`src/logic/ivt_pkg.sv`:
```
package ivt_pkg;
	// data path width of the programmed I/O bus
	localparam int DATA_W = 16;
	// control bits 9..15 are stored; word bit 0 is the most significant
	localparam int CTRL_W = 7;
	localparam int CTRL_EXT_LOAD = 6;
	localparam int CTRL_OVF_LOAD = 5;
	localparam int CTRL_OVF_STOP = 4;
	localparam int CTRL_READ_SEL = 3;
	localparam int CTRL_LOAD = 2;
	localparam int CTRL_ZERO = 1;
	localparam int CTRL_STOP = 0;
	localparam logic [8:0] CTRL_UNUSED_READ = 9'h000;
	// reset values and count constants
	localparam logic [CTRL_W-1:0] CTRL_RESET = 7'h01;
	localparam logic [DATA_W-1:0] PRESET_RESET = 16'h0000;
	localparam logic [DATA_W-1:0] COUNT_RESET = 16'h0000;
	localparam logic [DATA_W-1:0] SAMPLE_RESET = 16'h0000;
	localparam logic [DATA_W-1:0] COUNT_ZERO = 16'h0000;
	localparam logic [DATA_W-1:0] COUNT_MAX = 16'hFFFF;
	localparam logic [DATA_W-1:0] COUNT_STEP = 16'h0001;
	localparam logic [DATA_W-1:0] READ_INVALID = 16'h0000;
	// timing: one count per microsecond, as a 16 MHz reference divided by 16
	localparam int REF_CLK_MHZ = 16;
	localparam int REF_DIV = 16;
	localparam int TICK_NS = REF_DIV * 1000 / REF_CLK_MHZ;
	localparam int SYS_CLK_MHZ = 125;
	localparam int TICK_CYC = TICK_NS * SYS_CLK_MHZ / 1000;
	localparam int TICK_CNT_W = 7;
	localparam logic [TICK_CNT_W-1:0] TICK_LAST = TICK_CNT_W'(TICK_CYC - 1);
	localparam logic [TICK_CNT_W-1:0] TICK_CNT_RESET = 7'h00;
	localparam logic [TICK_CNT_W-1:0] TICK_CNT_STEP = 7'h01;
endpackage

```
`src/logic/ivt_interval_timer.sv`:
```
`timescale 1ns/1ps
// Notes on behaviour
// - counter runs up to FFFF, wraps to zero, the wrap raises overflow
// - each count is one microsecond of elapsed time
// - out_transfer_a stores the preset, kept for any number of reloads
// - out_transfer_c writes control, in_transfer_c reads it back
// - control bit 9 lets external trigger pulses load the preset
// - control bit 10 reloads the preset on every overflow
// - control bit 11 halts the counter on overflow
// - control bit 14 zeroes the counter at the auxiliary pulse, unless a bit 13 preset load overrides it
// - control bit 15 clear runs the counter, set holds it
// - control may be written at any time, running or not
// - bits 13 and 14 act only at the auxiliary pulse, bit 12 at the pulse and on in_transfer_a
// - every load takes the most recently written preset
// - bit 12 low and bit 13 high at the pulse load the preset
// - bit 12 high at the pulse captures the live count
// - in_transfer_a returns the sample only while bit 12 is set
// - sampling and reading never disturb the running counter
// - overflow interrupts only while busy is set
// - busy has no effect on counting, loading, zeroing or sampling
// - start sets busy, clears done and the pending interrupt
// - clear and global reset drop busy, done, interrupt; reset also mask
module ivt_interval_timer (
	// clock and reset
	input wire logic i_clk_sys,
	input wire logic i_rstn,
	// device-addressed strobes from the host bus
	input wire logic i_dev_sel,
	input wire logic i_start,
	input wire logic i_clear,
	input wire logic i_pulse,
	input wire logic i_out_transfer_a,
	input wire logic i_out_transfer_c,
	input wire logic i_in_transfer_a,
	input wire logic i_in_transfer_c,
	input wire logic [ivt_pkg::DATA_W-1:0] i_data,
	// broadcast strobes
	input wire logic i_global_bus_reset,
	input wire logic i_mask_load,
	input wire logic i_mask_bit,
	// external load trigger pin
	input wire logic i_ext_trigger,
	// read data back to the host
	output logic [ivt_pkg::DATA_W-1:0] o_data,
	output logic o_data_valid,
	// busy/done flags and interrupt request
	output logic o_busy,
	output logic o_done,
	output logic o_int_req
);
	typedef struct packed {
		logic [ivt_pkg::CTRL_W-1:0] ctrl;
		logic [ivt_pkg::DATA_W-1:0] preset;
		logic [ivt_pkg::DATA_W-1:0] cnt;
		logic [ivt_pkg::DATA_W-1:0] sample;
		logic [ivt_pkg::DATA_W-1:0] rdata;
		logic rvalid;
		logic busy;
		logic done;
		logic mask;
		logic int_req;
		logic trig_meta;
		logic trig_sync;
		logic trig_prev;
	} ivt_state_t;

	ivt_state_t state_reg;
	ivt_state_t state_next;

	logic tick;
	logic sel_out_a;
	logic sel_out_c;
	logic sel_in_a;
	logic sel_in_c;
	logic p_hit;
	logic start_hit;
	logic clear_hit;
	logic ext_edge;
	logic ext_load;
	logic running;
	logic ovf;
	logic [ivt_pkg::DATA_W-1:0] preset_now;

	// full control word: bits 0..8 of the word are unused and read zero
	function automatic logic [ivt_pkg::DATA_W-1:0] ctrl_word(
		input logic [ivt_pkg::CTRL_W-1:0] c
	);
		ctrl_word = {ivt_pkg::CTRL_UNUSED_READ, c};
	endfunction

	ivt_tick_gen u_ivt_tick_gen (
		.i_clk_sys(i_clk_sys),
		.i_rstn(i_rstn),
		.o_tick(tick)
	);

	assign sel_out_a = i_dev_sel & i_out_transfer_a;
	assign sel_out_c = i_dev_sel & i_out_transfer_c;
	assign sel_in_a = i_dev_sel & i_in_transfer_a;
	assign sel_in_c = i_dev_sel & i_in_transfer_c;
	assign p_hit = i_dev_sel & i_pulse;
	assign start_hit = i_dev_sel & i_start;
	assign clear_hit = i_dev_sel & i_clear;
	// edge taken after the synchroniser, never from its first stage
	assign ext_edge = state_reg.trig_sync & ~state_reg.trig_prev;
	assign ext_load = ext_edge & state_reg.ctrl[ivt_pkg::CTRL_EXT_LOAD];
	assign running = ~state_reg.ctrl[ivt_pkg::CTRL_STOP];
	assign ovf = tick & running & (state_reg.cnt == ivt_pkg::COUNT_MAX);
	// a preset written in the same cycle as a load is already the latest one
	assign preset_now = sel_out_a ? i_data : state_reg.preset;

	always_comb begin
		state_next = state_reg;
		state_next.rvalid = 1'b0;
		state_next.trig_meta = i_ext_trigger;
		state_next.trig_sync = state_reg.trig_meta;
		state_next.trig_prev = state_reg.trig_sync;

		if (sel_out_a) begin
			state_next.preset = i_data;
		end
		if (sel_out_c) begin
			state_next.ctrl = i_data[ivt_pkg::CTRL_W-1:0];
		end

		// counting on the microsecond enable, busy plays no part here
		if (tick && running) begin
			if (ovf) begin
				if (state_reg.ctrl[ivt_pkg::CTRL_OVF_LOAD]) begin
					state_next.cnt = preset_now;
				end else begin
					state_next.cnt = ivt_pkg::COUNT_ZERO;
				end
				if (state_reg.ctrl[ivt_pkg::CTRL_OVF_STOP]) begin
					// hardware stop wins over a host write in the same cycle
					state_next.ctrl[ivt_pkg::CTRL_STOP] = 1'b1;
				end
			end else begin
				state_next.cnt = state_reg.cnt + ivt_pkg::COUNT_STEP;
			end
		end

		if (ext_load) begin
			state_next.cnt = preset_now;
		end

		// bits 13..14 only act here, bit 12 also at the read; control as it stood before this cycle
		if (p_hit) begin
			if (state_reg.ctrl[ivt_pkg::CTRL_ZERO]) begin
				state_next.cnt = ivt_pkg::COUNT_ZERO;
			end
			if (state_reg.ctrl[ivt_pkg::CTRL_READ_SEL]) begin
				// capture leaves the count path untouched
				state_next.sample = state_reg.cnt;
			end else if (state_reg.ctrl[ivt_pkg::CTRL_LOAD]) begin
				state_next.cnt = preset_now;
			end
		end

		if (start_hit) begin
			state_next.busy = 1'b1;
			state_next.done = 1'b0;
		end
		if (clear_hit || i_global_bus_reset) begin
			state_next.busy = 1'b0;
			state_next.done = 1'b0;
		end
		if (i_mask_load) begin
			state_next.mask = i_mask_bit;
		end
		if (i_global_bus_reset) begin
			state_next.mask = 1'b0;
		end
		// overflow is an event: it wins over start or clear in the same cycle
		if (ovf && state_reg.busy) begin
			state_next.busy = 1'b0;
			state_next.done = 1'b1;
		end
		state_next.int_req = state_next.done & ~state_next.mask;

		if (sel_in_a) begin
			state_next.rvalid = 1'b1;
			if (state_reg.ctrl[ivt_pkg::CTRL_READ_SEL]) begin
				state_next.rdata = state_reg.sample;
			end else begin
				state_next.rdata = ivt_pkg::READ_INVALID;
			end
		end else if (sel_in_c) begin
			state_next.rvalid = 1'b1;
			state_next.rdata = ctrl_word(state_reg.ctrl);
		end
	end

	always_ff @(posedge i_clk_sys or negedge i_rstn) begin
		if (!i_rstn) begin
			state_reg.ctrl <= ivt_pkg::CTRL_RESET;
			state_reg.preset <= ivt_pkg::PRESET_RESET;
			state_reg.cnt <= ivt_pkg::COUNT_RESET;
			state_reg.sample <= ivt_pkg::SAMPLE_RESET;
			state_reg.rdata <= ivt_pkg::READ_INVALID;
			state_reg.rvalid <= 1'b0;
			state_reg.busy <= 1'b0;
			state_reg.done <= 1'b0;
			state_reg.mask <= 1'b0;
			state_reg.int_req <= 1'b0;
			state_reg.trig_meta <= 1'b0;
			state_reg.trig_sync <= 1'b0;
			state_reg.trig_prev <= 1'b0;
		end else begin
			state_reg <= state_next;
		end
	end

	assign o_data = state_reg.rdata;
	assign o_data_valid = state_reg.rvalid;
	assign o_busy = state_reg.busy;
	assign o_done = state_reg.done;
	assign o_int_req = state_reg.int_req;

	chk_wrap_to_zero: assert property (@(posedge i_clk_sys) disable iff (!i_rstn)
		(ovf && !state_reg.ctrl[ivt_pkg::CTRL_OVF_LOAD] && !ext_load && !p_hit)
		|=> state_reg.cnt == ivt_pkg::COUNT_ZERO)
		else $error("counter did not wrap to zero");

	chk_count_step: assert property (@(posedge i_clk_sys) disable iff (!i_rstn)
		(tick && running && !ovf && !ext_load && !p_hit)
		|=> state_reg.cnt == $past(state_reg.cnt) + ivt_pkg::COUNT_STEP)
		else $error("counter did not advance by one on the tick");

	chk_preset_kept: assert property (@(posedge i_clk_sys) disable iff (!i_rstn)
		sel_out_a ##1 !sel_out_a [*3] |-> state_reg.preset == $past(i_data, 3))
		else $error("preset not retained");

	chk_ctrl_readback: assert property (@(posedge i_clk_sys) disable iff (!i_rstn)
		(sel_in_c && !sel_in_a)
		|=> o_data_valid && o_data == ctrl_word($past(state_reg.ctrl)))
		else $error("control read returned wrong word");

	chk_ext_load: assert property (@(posedge i_clk_sys) disable iff (!i_rstn)
		(ext_load && !p_hit) |=> state_reg.cnt == $past(preset_now))
		else $error("external trigger did not load preset");

	chk_ext_ignored: assert property (@(posedge i_clk_sys) disable iff (!i_rstn)
		(ext_edge && !state_reg.ctrl[ivt_pkg::CTRL_EXT_LOAD] && !p_hit && !tick)
		|=> $stable(state_reg.cnt))
		else $error("external trigger acted while disabled");

	chk_ovf_reload: assert property (@(posedge i_clk_sys) disable iff (!i_rstn)
		(ovf && state_reg.ctrl[ivt_pkg::CTRL_OVF_LOAD] && !ext_load && !p_hit)
		|=> state_reg.cnt == $past(preset_now))
		else $error("overflow did not reload preset");

	chk_ovf_halt: assert property (@(posedge i_clk_sys) disable iff (!i_rstn)
		(ovf && state_reg.ctrl[ivt_pkg::CTRL_OVF_STOP])
		|=> state_reg.ctrl[ivt_pkg::CTRL_STOP])
		else $error("counter not halted on overflow");

	chk_pulse_zero: assert property (@(posedge i_clk_sys) disable iff (!i_rstn)
		(p_hit && state_reg.ctrl[ivt_pkg::CTRL_ZERO]
		&& (state_reg.ctrl[ivt_pkg::CTRL_READ_SEL] || !state_reg.ctrl[ivt_pkg::CTRL_LOAD]))
		|=> state_reg.cnt == ivt_pkg::COUNT_ZERO)
		else $error("pulse did not zero the counter");

	chk_stop_holds: assert property (@(posedge i_clk_sys) disable iff (!i_rstn)
		(!running && !ext_load && !p_hit) |=> $stable(state_reg.cnt))
		else $error("stopped counter moved");

	chk_pulse_load: assert property (@(posedge i_clk_sys) disable iff (!i_rstn)
		(p_hit && !state_reg.ctrl[ivt_pkg::CTRL_READ_SEL] && state_reg.ctrl[ivt_pkg::CTRL_LOAD])
		|=> state_reg.cnt == $past(preset_now))
		else $error("pulse did not load preset");

	chk_sample_read: assert property (@(posedge i_clk_sys) disable iff (!i_rstn)
		(p_hit && state_reg.ctrl[ivt_pkg::CTRL_READ_SEL] && !sel_out_c)
		##1 (!p_hit && !sel_out_c) ##1 (sel_in_a && !p_hit)
		|=> o_data == $past(state_reg.cnt, 3))
		else $error("sampled count not returned");

	chk_sample_free: assert property (@(posedge i_clk_sys) disable iff (!i_rstn)
		(p_hit && state_reg.ctrl[ivt_pkg::CTRL_READ_SEL]
		&& !state_reg.ctrl[ivt_pkg::CTRL_ZERO] && !ext_load && !ovf)
		|=> state_reg.cnt == $past(state_reg.cnt) + {15'h0000, $past(tick && running)})
		else $error("sampling disturbed the counter");

	chk_busy_done: assert property (@(posedge i_clk_sys) disable iff (!i_rstn)
		(ovf && state_reg.busy)
		|=> !o_busy && o_done && (o_int_req == !state_reg.mask))
		else $error("overflow did not complete busy/done");

	chk_idle_ovf: assert property (@(posedge i_clk_sys) disable iff (!i_rstn)
		(ovf && !state_reg.busy && !state_reg.done && !start_hit) |=> !o_done)
		else $error("overflow raised done without busy");

	chk_start: assert property (@(posedge i_clk_sys) disable iff (!i_rstn)
		(start_hit && !clear_hit && !i_global_bus_reset && !ovf)
		|=> o_busy && !o_done && !o_int_req)
		else $error("start did not set busy and clear done");

	chk_reset_mask: assert property (@(posedge i_clk_sys) disable iff (!i_rstn)
		(i_global_bus_reset && !(ovf && state_reg.busy))
		|=> !o_busy && !o_done && !o_int_req && !state_reg.mask)
		else $error("global reset did not clear flags and mask");
endmodule

```
`src/logic/ivt_tick_gen.sv`:
```
`timescale 1ns/1ps
module ivt_tick_gen (
	// clock and reset
	input wire logic i_clk_sys,
	input wire logic i_rstn,
	// one-cycle pulse per microsecond
	output logic o_tick
);
	typedef struct packed {
		logic [ivt_pkg::TICK_CNT_W-1:0] cnt;
		logic tick;
	} ivt_tick_state_t;

	ivt_tick_state_t state_reg;
	ivt_tick_state_t state_next;

	// free running, so the microsecond grid never shifts with host activity
	always_comb begin
		state_next = state_reg;
		state_next.tick = 1'b0;
		if (state_reg.cnt == ivt_pkg::TICK_LAST) begin
			state_next.cnt = ivt_pkg::TICK_CNT_RESET;
			state_next.tick = 1'b1;
		end else begin
			state_next.cnt = state_reg.cnt + ivt_pkg::TICK_CNT_STEP;
		end
	end

	always_ff @(posedge i_clk_sys or negedge i_rstn) begin
		if (!i_rstn) begin
			state_reg.cnt <= ivt_pkg::TICK_CNT_RESET;
			state_reg.tick <= 1'b0;
		end else begin
			state_reg <= state_next;
		end
	end

	assign o_tick = state_reg.tick;

	chk_tick_period: assert property (@(posedge i_clk_sys) disable iff (!i_rstn)
		state_reg.tick |-> ##125 state_reg.tick)
		else $error("microsecond tick period is not 125 cycles");

	chk_tick_single: assert property (@(posedge i_clk_sys) disable iff (!i_rstn)
		state_reg.tick |=> !state_reg.tick [*8])
		else $error("microsecond tick lasts more than one cycle");
endmodule

```
`config.mk`:
```
export PLATFORM = sky130hd
export DESIGN_NAME = ivt_interval_timer
export DESIGN_NICKNAME = d
export VERILOG_FILES = /design/src/logic/ivt_pkg.sv /design/src/logic/ivt_interval_timer.sv /design/src/logic/ivt_tick_gen.sv
export SDC_FILE = /design/constraint.sdc
export NUM_CORES = 1
export LEC_CHECK = 0
export ABC_CLOCK_PERIOD_IN_PS = 5400
export BUFFER_PORTS_ARGS = -buffer_cell sky130_fd_sc_hd__buf_2
export CAP_MARGIN = 30
export CORE_MARGIN = 2
export CORE_UTILIZATION = 55
export DETAILED_ROUTE_END_ITERATION = 10
export GPL_TIMING_DRIVEN = 0
export PLACE_DENSITY = 0.86
export SLEW_MARGIN = 20
export SYNTH_ARGS = -nofsm -noshare
export SYNTH_HDL_FRONTEND = slang
export SYNTH_HIERARCHICAL = 1
export SYNTH_SLANG_ARGS = --single-unit
```
`constraint.sdc`:
```
create_clock -name i_clk_sys -period 5.4 [get_ports i_clk_sys]
set_input_delay 0.27 -clock i_clk_sys [delete_from_list [all_inputs] [get_ports i_clk_sys]]
set_output_delay 0.27 -clock i_clk_sys [all_outputs]
set_load 0.05 [all_outputs]
```
==> reports/results.txt, run 1 <==
Run status - finished, final reports clean
Largest cells by area after synthesis - dfrtp_1 55%, mux2_1 6.3%, mux2i_1 3.8%, buf_4 3.4%, a22o_1 3.4%
Die area - 0.007821 mm^2
Clock network fraction of total power - 0.266
I/O pins - 50
Final Util - 0.6628
Overall global routing resource usage - 0.2103
Count of TritonRoute iterations in the first routing pass - 4
Filler Cells Inserted - 533
Sequential cell area fraction in the yosys report - 0.5555
Detailed-route DRC error count - 0
Mapped Avg Cell Area - 11.96 um^2
Peak Freq - 448.7 MHz
Worst reg2reg setup slack - 3.17 ns
Maximum resistive drop on vdd - 0.0001640 V
Final design area excluding fillers - 0.004528 mm^2
Net count of the finished layout - 422
XOR/XNOR share of the synthesized area - 0.03350
Worst Hold Launch - i_ext_trigger
Number of rows created at floorplan - 30
Reg clk slew, reported paths - 0.09 ns
Setup repair after global routing missed its margin - no
Final Critical Period - 2.229 ns
Final total power - 1.726 mW
Number of max-cap violations - 0
Synth Cell Area - 0.003921 mm^2
Critical Setup Path Class - register to register
Type of the tightest min-delay check - input pin to register
Largest buffer count on any clock path - 2
CP max FO - 10
Routed WL per cell - 15.77 um
Slew Viols, Final - 0
HPWL after detailed placement - 5624 um
Share of synthesized cell area in full adder, half adder and majority cells - 0.009572
Post-CTS Repair Setup Buffers - 0
Number of storage elements in the synthesis netlist - 87
Horizontal extent of the die - 88.44 um
Number of flip-flops under the largest register name - 57
Number of global-route vias before repair - 2,725
Share of async-settable or async-resettable flops after synthesis - 1.000
CTS tree - built
Sequential cell fraction of total power - 0.518
Total number of clock tree sinks - 87
Area of the core region - 0.006832 mm^2
Relative max-transition margin - 0.4934
Proportion of netlist area held by the largest area contributor - 0.5488
Leakage power summed over all cells - 2.243 nW
Nature of the critical path startpoint - register
Area after detailed placement - 0.004312 mm^2
Initial antenna violation count - 0
Count of distinct cell types in the synthesized netlist - 56
Worst setup skew after layout - 0.009257 ns
TritonCTS buffer count - 9
First-pass GRT wire length - 12,450 um
Cells after synthesis - 328
Crit Reg-Reg Endpoint - state_reg[50]
Critical Path RT - 5.66 ns
Pin count of the biggest net entering global routing - 61
Cell Pwr Density - 381.1 mW/mm^2
Buffers on Ports - 48
Inserted Diodes - 0
Slew @ Worst Pin - 0.7599 ns
Share of the clock period used by the worst path - 0.4127
Switching Power - 0.5508 mW
Starting Density - 0.5740
Combinational family with the most area after synthesis - compound AO/OA/AOI/OAI gates
Portion of netlist area occupied by mux cells - 0.1072
Detailed router's first-iteration violation count - 124
Critical register-to-register path startpoint - state_reg[40]
Internal power of the cells - 1.175 mW
Top flip-flop cell by instance count after synthesis - dfrtp_1
Data arrival time at the worst-slack endpoint - 2.49 ns
Simple-Gate Fraction of Synth Area - 0.1101
Vias per Instance - 5.533
Clock H-tree levels - 3
Post_cts resized - 0
Count of yosys warnings during synthesis - 6
Routability congestion estimate - 0.8877
Compound-gate portion of the synthesized area - 0.1197
Remaining global-route overflow - 0
Worst-Skew Late Latency - 0.34 ns
Start point of the critical path - state_reg[40]
Setup violators final - 0
Capturing instance or port of the critical path - state_reg[50]
Routed via count - 2,711
Setup TNS Final - 0 ns
Library cell with the largest summed area after synthesis - dfrtp_1
Net switching share of the total power - 0.3192
Proportion of layout cells with a drive suffix above 1 - 0.2437
Total nets after synthesis - 361
Number of cells on the worst reg-to-reg path - 8
Height of the die - 88.44 um
Total routed wirelength - 7727 um
Antenna Nets Post-Route - 0
Final number of hold-violating endpoints - 0
Combinational group share of total power - 0.216
Clock Tree Root - clkbuf_8
Kind of end point of the critical path - register
Number of synthesized flops with an enable pin - 0
Post-synthesis to final-layout area growth - 15.48%
[synth_stat cells, types with 2 or more instances]
cell type	n
mux2i_1	15
nand4_1	4
mux2_2	2
nor2_1	12
a32o_1	6
nand2_1	18
a221oi_1	2
a22o_1	15
nor2b_1	7
o21ai_1	4
dfrtp_1	86
ha_1	3
xor2_1	8
nor4_1	2
mux2_1	22
nor3_1	2
clkbuf_1	9
a21oi_1	5
o21ai_0	5
or4_1	2
and3_1	6
o22ai_1	11
o211a_1	2
a31oi_1	2
nand3_1	8
xnor2_1	7
inv_1	17
buf_4	18
[worst min path at each step]
stage | to | slack [ns] | depth (start not counted)
detailed placement | state_reg[69] | 0.22 | 1
global route | state_next[1] | 0.02 | 1
floorplan | o_busy | -0.03 | 0
CTS | state_next[1] | 0.01 | 1
global placement | state_next[0] | 0.33 | 0
finish | state_next[1] | 0.03 | 1
[routing by layer]
layer | GRT usage | routed length [um] | part of all wire
met1 | 0.2681 | 3251 | 0.42
met3 | 0.05597 | 523 | 0.068
met5 | 0 | 0 | 0
met2 | 0.3383 | 3773 | 0.49
met4 | 0.09642 | 179 | 0.023
[kinds of logic (layout without fill, tap and decap cells)]
family          count (synthesis)  after routing
flops                          87             87
simple gates                   75             75
compound gates                 62             62
buf+inv                        47            113
mux                            39             39
xor+xnor                       15             15
fa+ha+maj                       3              3
[through the flow]
stage	instances	hold slack (ns)	setup WS [ns]
floorplan	328	-0.02559	3.582
global placement	472	0.3327	3.257
detailed placement	473	0.2233	3.209
CTS	490	0.01319	3.188
global route	490	0.02061	3.024
finish	490	0.03164	3.171
[power by group through the flow]
stage               sequential, mW  combinational (mW)  clock, mW
floorplan                    0.870               0.289          0
global route                 0.909               0.404      0.498
detailed placement           0.905               0.371          0
CTS                          0.892               0.374      0.471
finish                       0.895               0.372      0.459
global placement             0.894               0.357          0
[cell usage in the layout (no fill, tap or decap), types with 9 or more instances in the layout]
| cell type | instances |
|---|---|
| a22o_1 | 15 |
| buf_2 | 48 |
| buf_4 | 19 |
| clkbuf_1 | 9 |
| clkbuf_8 | 10 |
| dfrtp_1 | 86 |
| inv_1 | 17 |
| mux2_1 | 22 |
| mux2i_1 | 15 |
| nand2_1 | 18 |
| nor2_1 | 12 |
| o22ai_1 | 11 |
[repair_timing]
| item | in CTS | in global routing |
|---|---|---|
| endpoints found under the setup margin | 0 | 0 |
| hold endpoints to repair | 27 | 0 |
| hold buffers | 1 | 0 |
[critical path: stages (launching register included)]
cell and delay, ns:
dfrtp_1 0.43, ha_1 0.22, nand4b_1 0.24, nor3_4 0.36
and2_1 0.17, buf_4 0.16, a31oi_2 0.16, buf_4 0.23
o22ai_1 0.16
[area by class of cell]
| cell class | instances | area [um^2] | area share |
|---|---|---|---|
| plain buffers | 29 | 185.2 | 0.04090 |
| multi-input cells | 194 | 1490 | 0.3291 |
| repair buffers | 50 | 280.3 | 0.06190 |
| well taps | 96 | 120.1 | 0.02653 |
| inverters | 18 | 67.56 | 0.01492 |
| clock buffers | 10 | 137.6 | 0.03040 |
| flip-flops and latches | 87 | 2178 | 0.4811 |
| clock inverters | 6 | 68.82 | 0.01520 |
No activity file was read; power rests on OpenSTA's default activity.
==> run 2: changes to the inputs <==
ABC_CLOCK_PERIOD_IN_PS = 2000   (was 5400)
CORE_UTILIZATION = 52   (was 55)
clock period = 2 ns   (was 5.4 ns; I/O delays follow)
==> reports/results.txt, run 2 (synthesis gave the netlist of run 1 again) <==
Final Critical Period - 1.925 ns (-0.3035 ns)
Buffers on Ports - 48 (unchanged)
Detailed router's first-iteration violation count - 148 (+19%)
Clock H-tree levels - 3 (unchanged)
Crit path cell chain - and3_1 > and3_1 > and2_1 > buf_6 > or4_1 > o221ai_1
Slew @ Worst Pin - 0.7820 ns (+0.02206 ns)
Non-Filler Instances - 510 (+4.1%)
Horizontal extent of the die - 90.84 um (+2.7%)
Share of the clock period used by the worst path - 0.9626 (+0.5499)
Inserted Diodes - 0 (unchanged)
Maximum resistive drop on vdd - 0.0003575 V (+120%)
Detailed-route DRC error count - 0 (unchanged)
Nature of the critical path startpoint - register
Worst setup skew after layout - 0.009667 ns (+0.0004096 ns)
Leakage power summed over all cells - 2.319 nW (+3.4%)
Routed via count - 2,798 (+3.2%)
Met3 capacity usage during global routing - 0.03255 (-0.02342)
Run status - finished, final reports clean
Setup repair after global routing missed its margin - no
Worst Hold Launch - i_data[14]
Slowest CP cell - or4_1
Placed cells - 476 (+0.63%)
Number of cells on the worst reg-to-reg path - 6 (-2)
Slew Viols, Final - 0 (unchanged)
Filler Cells Inserted - 583 (+9.4%)
Setup WS pre-CTS - -0.1671 ns (-3.376 ns)
Peak Freq - 519.4 MHz (+16%)
Critical Setup Path Class - register to register
Cell Pwr Density - 995.0 mW/mm^2 (+160%)
Met1 GRT Util - 0.2527 (-0.01546)
Clock Tree Root - clkbuf_8
Height of the die - 90.84 um (+2.7%)
Top library cells by usage in the layout, fill and taps aside - 85 x dfrtp_1, 48 x buf_2, 22 x mux2_1
TritonCTS buffer count - 9 (unchanged)
Hold Path End - state_reg[70]
Die area - 0.008252 mm^2 (+5.5%)
Reg clk slew, reported paths - 0.09 ns (about the same)
Largest buffer count on any clock path - 2 (unchanged)
Critical register-to-register path startpoint - state_reg[51]
Most frequent cell on the critical path - and3_1
Worst-Skew Late Latency - 0.35 ns (about the same)
Antenna Nets Post-Route - 0 (unchanged)
Initial antenna violation count - 0 (unchanged)
Net count of the finished layout - 439 (+4.0%)
Kind of end point of the critical path - register
Post-synthesis to final-layout area growth - 20.58%
Total routed wirelength - 7858 um (+1.7%)
Peak-usage layer in the global routing report - met2
Total number of clock tree sinks - 87 (unchanged)
Vias per Instance - 5.486 (-0.84%)
Starting Density - 0.5377 (-0.03624)
CTS tree - built
Number of flip-flops under the largest register name - 57 (unchanged)
Overall global routing resource usage - 0.1994 (-0.01099)
Number of global-route vias before repair - 2,737 (+0.44%)
Routed WL per cell - 15.41 um (-2.3%)
CP max FO - 8 (-2)
Type of the tightest min-delay check - input pin to register
Setup TNS Final - 0 ns (unchanged)
Number of rows created at floorplan - 31 (+3.3%)
Number of max-cap violations - 0 (unchanged)
Area of the core region - 0.007292 mm^2 (+6.7%)
Relative max-transition margin - 0.4787 (-0.01470)
Setup violators final - 0 (unchanged)
Critical Path RT - 2.26 ns (-3.40 ns)
HPWL after detailed placement - 5551 um (-1.3%)
Proportion of layout cells with a drive suffix above 1 - 0.2579 (+0.01425)
Pin count of the biggest net entering global routing - 56 (-8.2%)
First-pass GRT wire length - 12,970 um (+4.2%)
Final number of hold-violating endpoints - 0 (unchanged)
Data arrival time at the worst-slack endpoint - 2.19 ns (-0.30 ns)
Final WS setup - 0.07481 ns (-3.096 ns)
Remaining global-route overflow - 0 (unchanged)
Most common library cell in the layout ignoring fill and taps - dfrtp_1
Count of TritonRoute iterations in the first routing pass - 4 (unchanged)
I/O pins - 50 (unchanged)
GR met2 Demand/Resource - 0.3389 (+0.0005845)
Crit Reg-Reg Endpoint - state_reg[53]
Worst reg2reg setup slack - 0.07 ns (-3.10 ns)
Cells on Worst Hold Path - 3 (+2)
Routability congestion estimate - 0.9560 (+7.7%)
Crit path largest cell delay - 0.53 ns (+0.10 ns)
[run 2: cell types whose count changed in the layout (fill, tap and decap cells not counted), sizes merged]
cell         change
dlygate4sd3     +13
buf              +4
[run 2: worst max-delay path by stage]
stage	start	end	cells after the start
floorplan	state_reg[40]	state_reg[44]	8
global placement	state_reg[40]	state_reg[52]	8
detailed placement	state_reg[40]	state_reg[50]	8
CTS	state_reg[51]	state_reg[50]	7
global route	state_reg[47]	state_reg[53]	5
finish	state_reg[51]	state_reg[53]	6
[run 2: power by group]
part / internal, mW / switching [mW] / total [mW]
sequential: 2.12 / 0.299 / 2.42
clock: 0.618 / 0.629 / 1.25
combinational: 0.464 / 0.578 / 1.04
[run 2: cell type report]
type / instances / area, um^2 / area share
clock inverter: 6 / 68.82 / 0.01455
sequential: 87 / 2180 / 0.4610
tap: 99 / 123.9 / 0.02620
timing repair buffer: 67 / 440.4 / 0.09315
inverter: 18 / 67.56 / 0.01429
clock buffer: 10 / 137.6 / 0.02911
multi-input combinational: 194 / 1516 / 0.3207
buffer: 29 / 193.9 / 0.04102
[run 2: metal layers]
layer | wire length (um) | up-vias
met2 | 3914 | 81
li1 | - | 1325
met3 | 338 | 25
met1 | 3385 | 1367
met5 | 0 | -
met4 | 220 | 0
[run 2: what timing repair did]
item	4_1_cts	5_1_grt
pin swaps	2	2
hold buffers	14	0
gates cloned	0	0
hold endpoints to repair	47	0
gates resized for setup	0	10
buffers inserted	2	2
endpoints found under the setup margin	11	14
[run 2: stage by stage]
stage	cell area [um^2]	hold slack (ns)	power, mW	util
after floorplan	3921	-0.1956	3.130	-
after global placement	4285	0.2079	3.376	0.5877
after detailed placement	4315	0.08291	3.438	0.5918
after CTS	4677	0.007984	4.715	0.6414
after global routing	4728	0.01845	4.934	0.6484
final	4728	0.004516	4.705	0.6484
[run 2: critical path: cells and delay by family, from the launching register on]
family,cells,cell delay [ns]
AO/OA/AOI/OAI,1,0.09
buffers and inverters,1,0.14
flip-flops,1,0.45
AND/OR/NAND/NOR,4,1.15
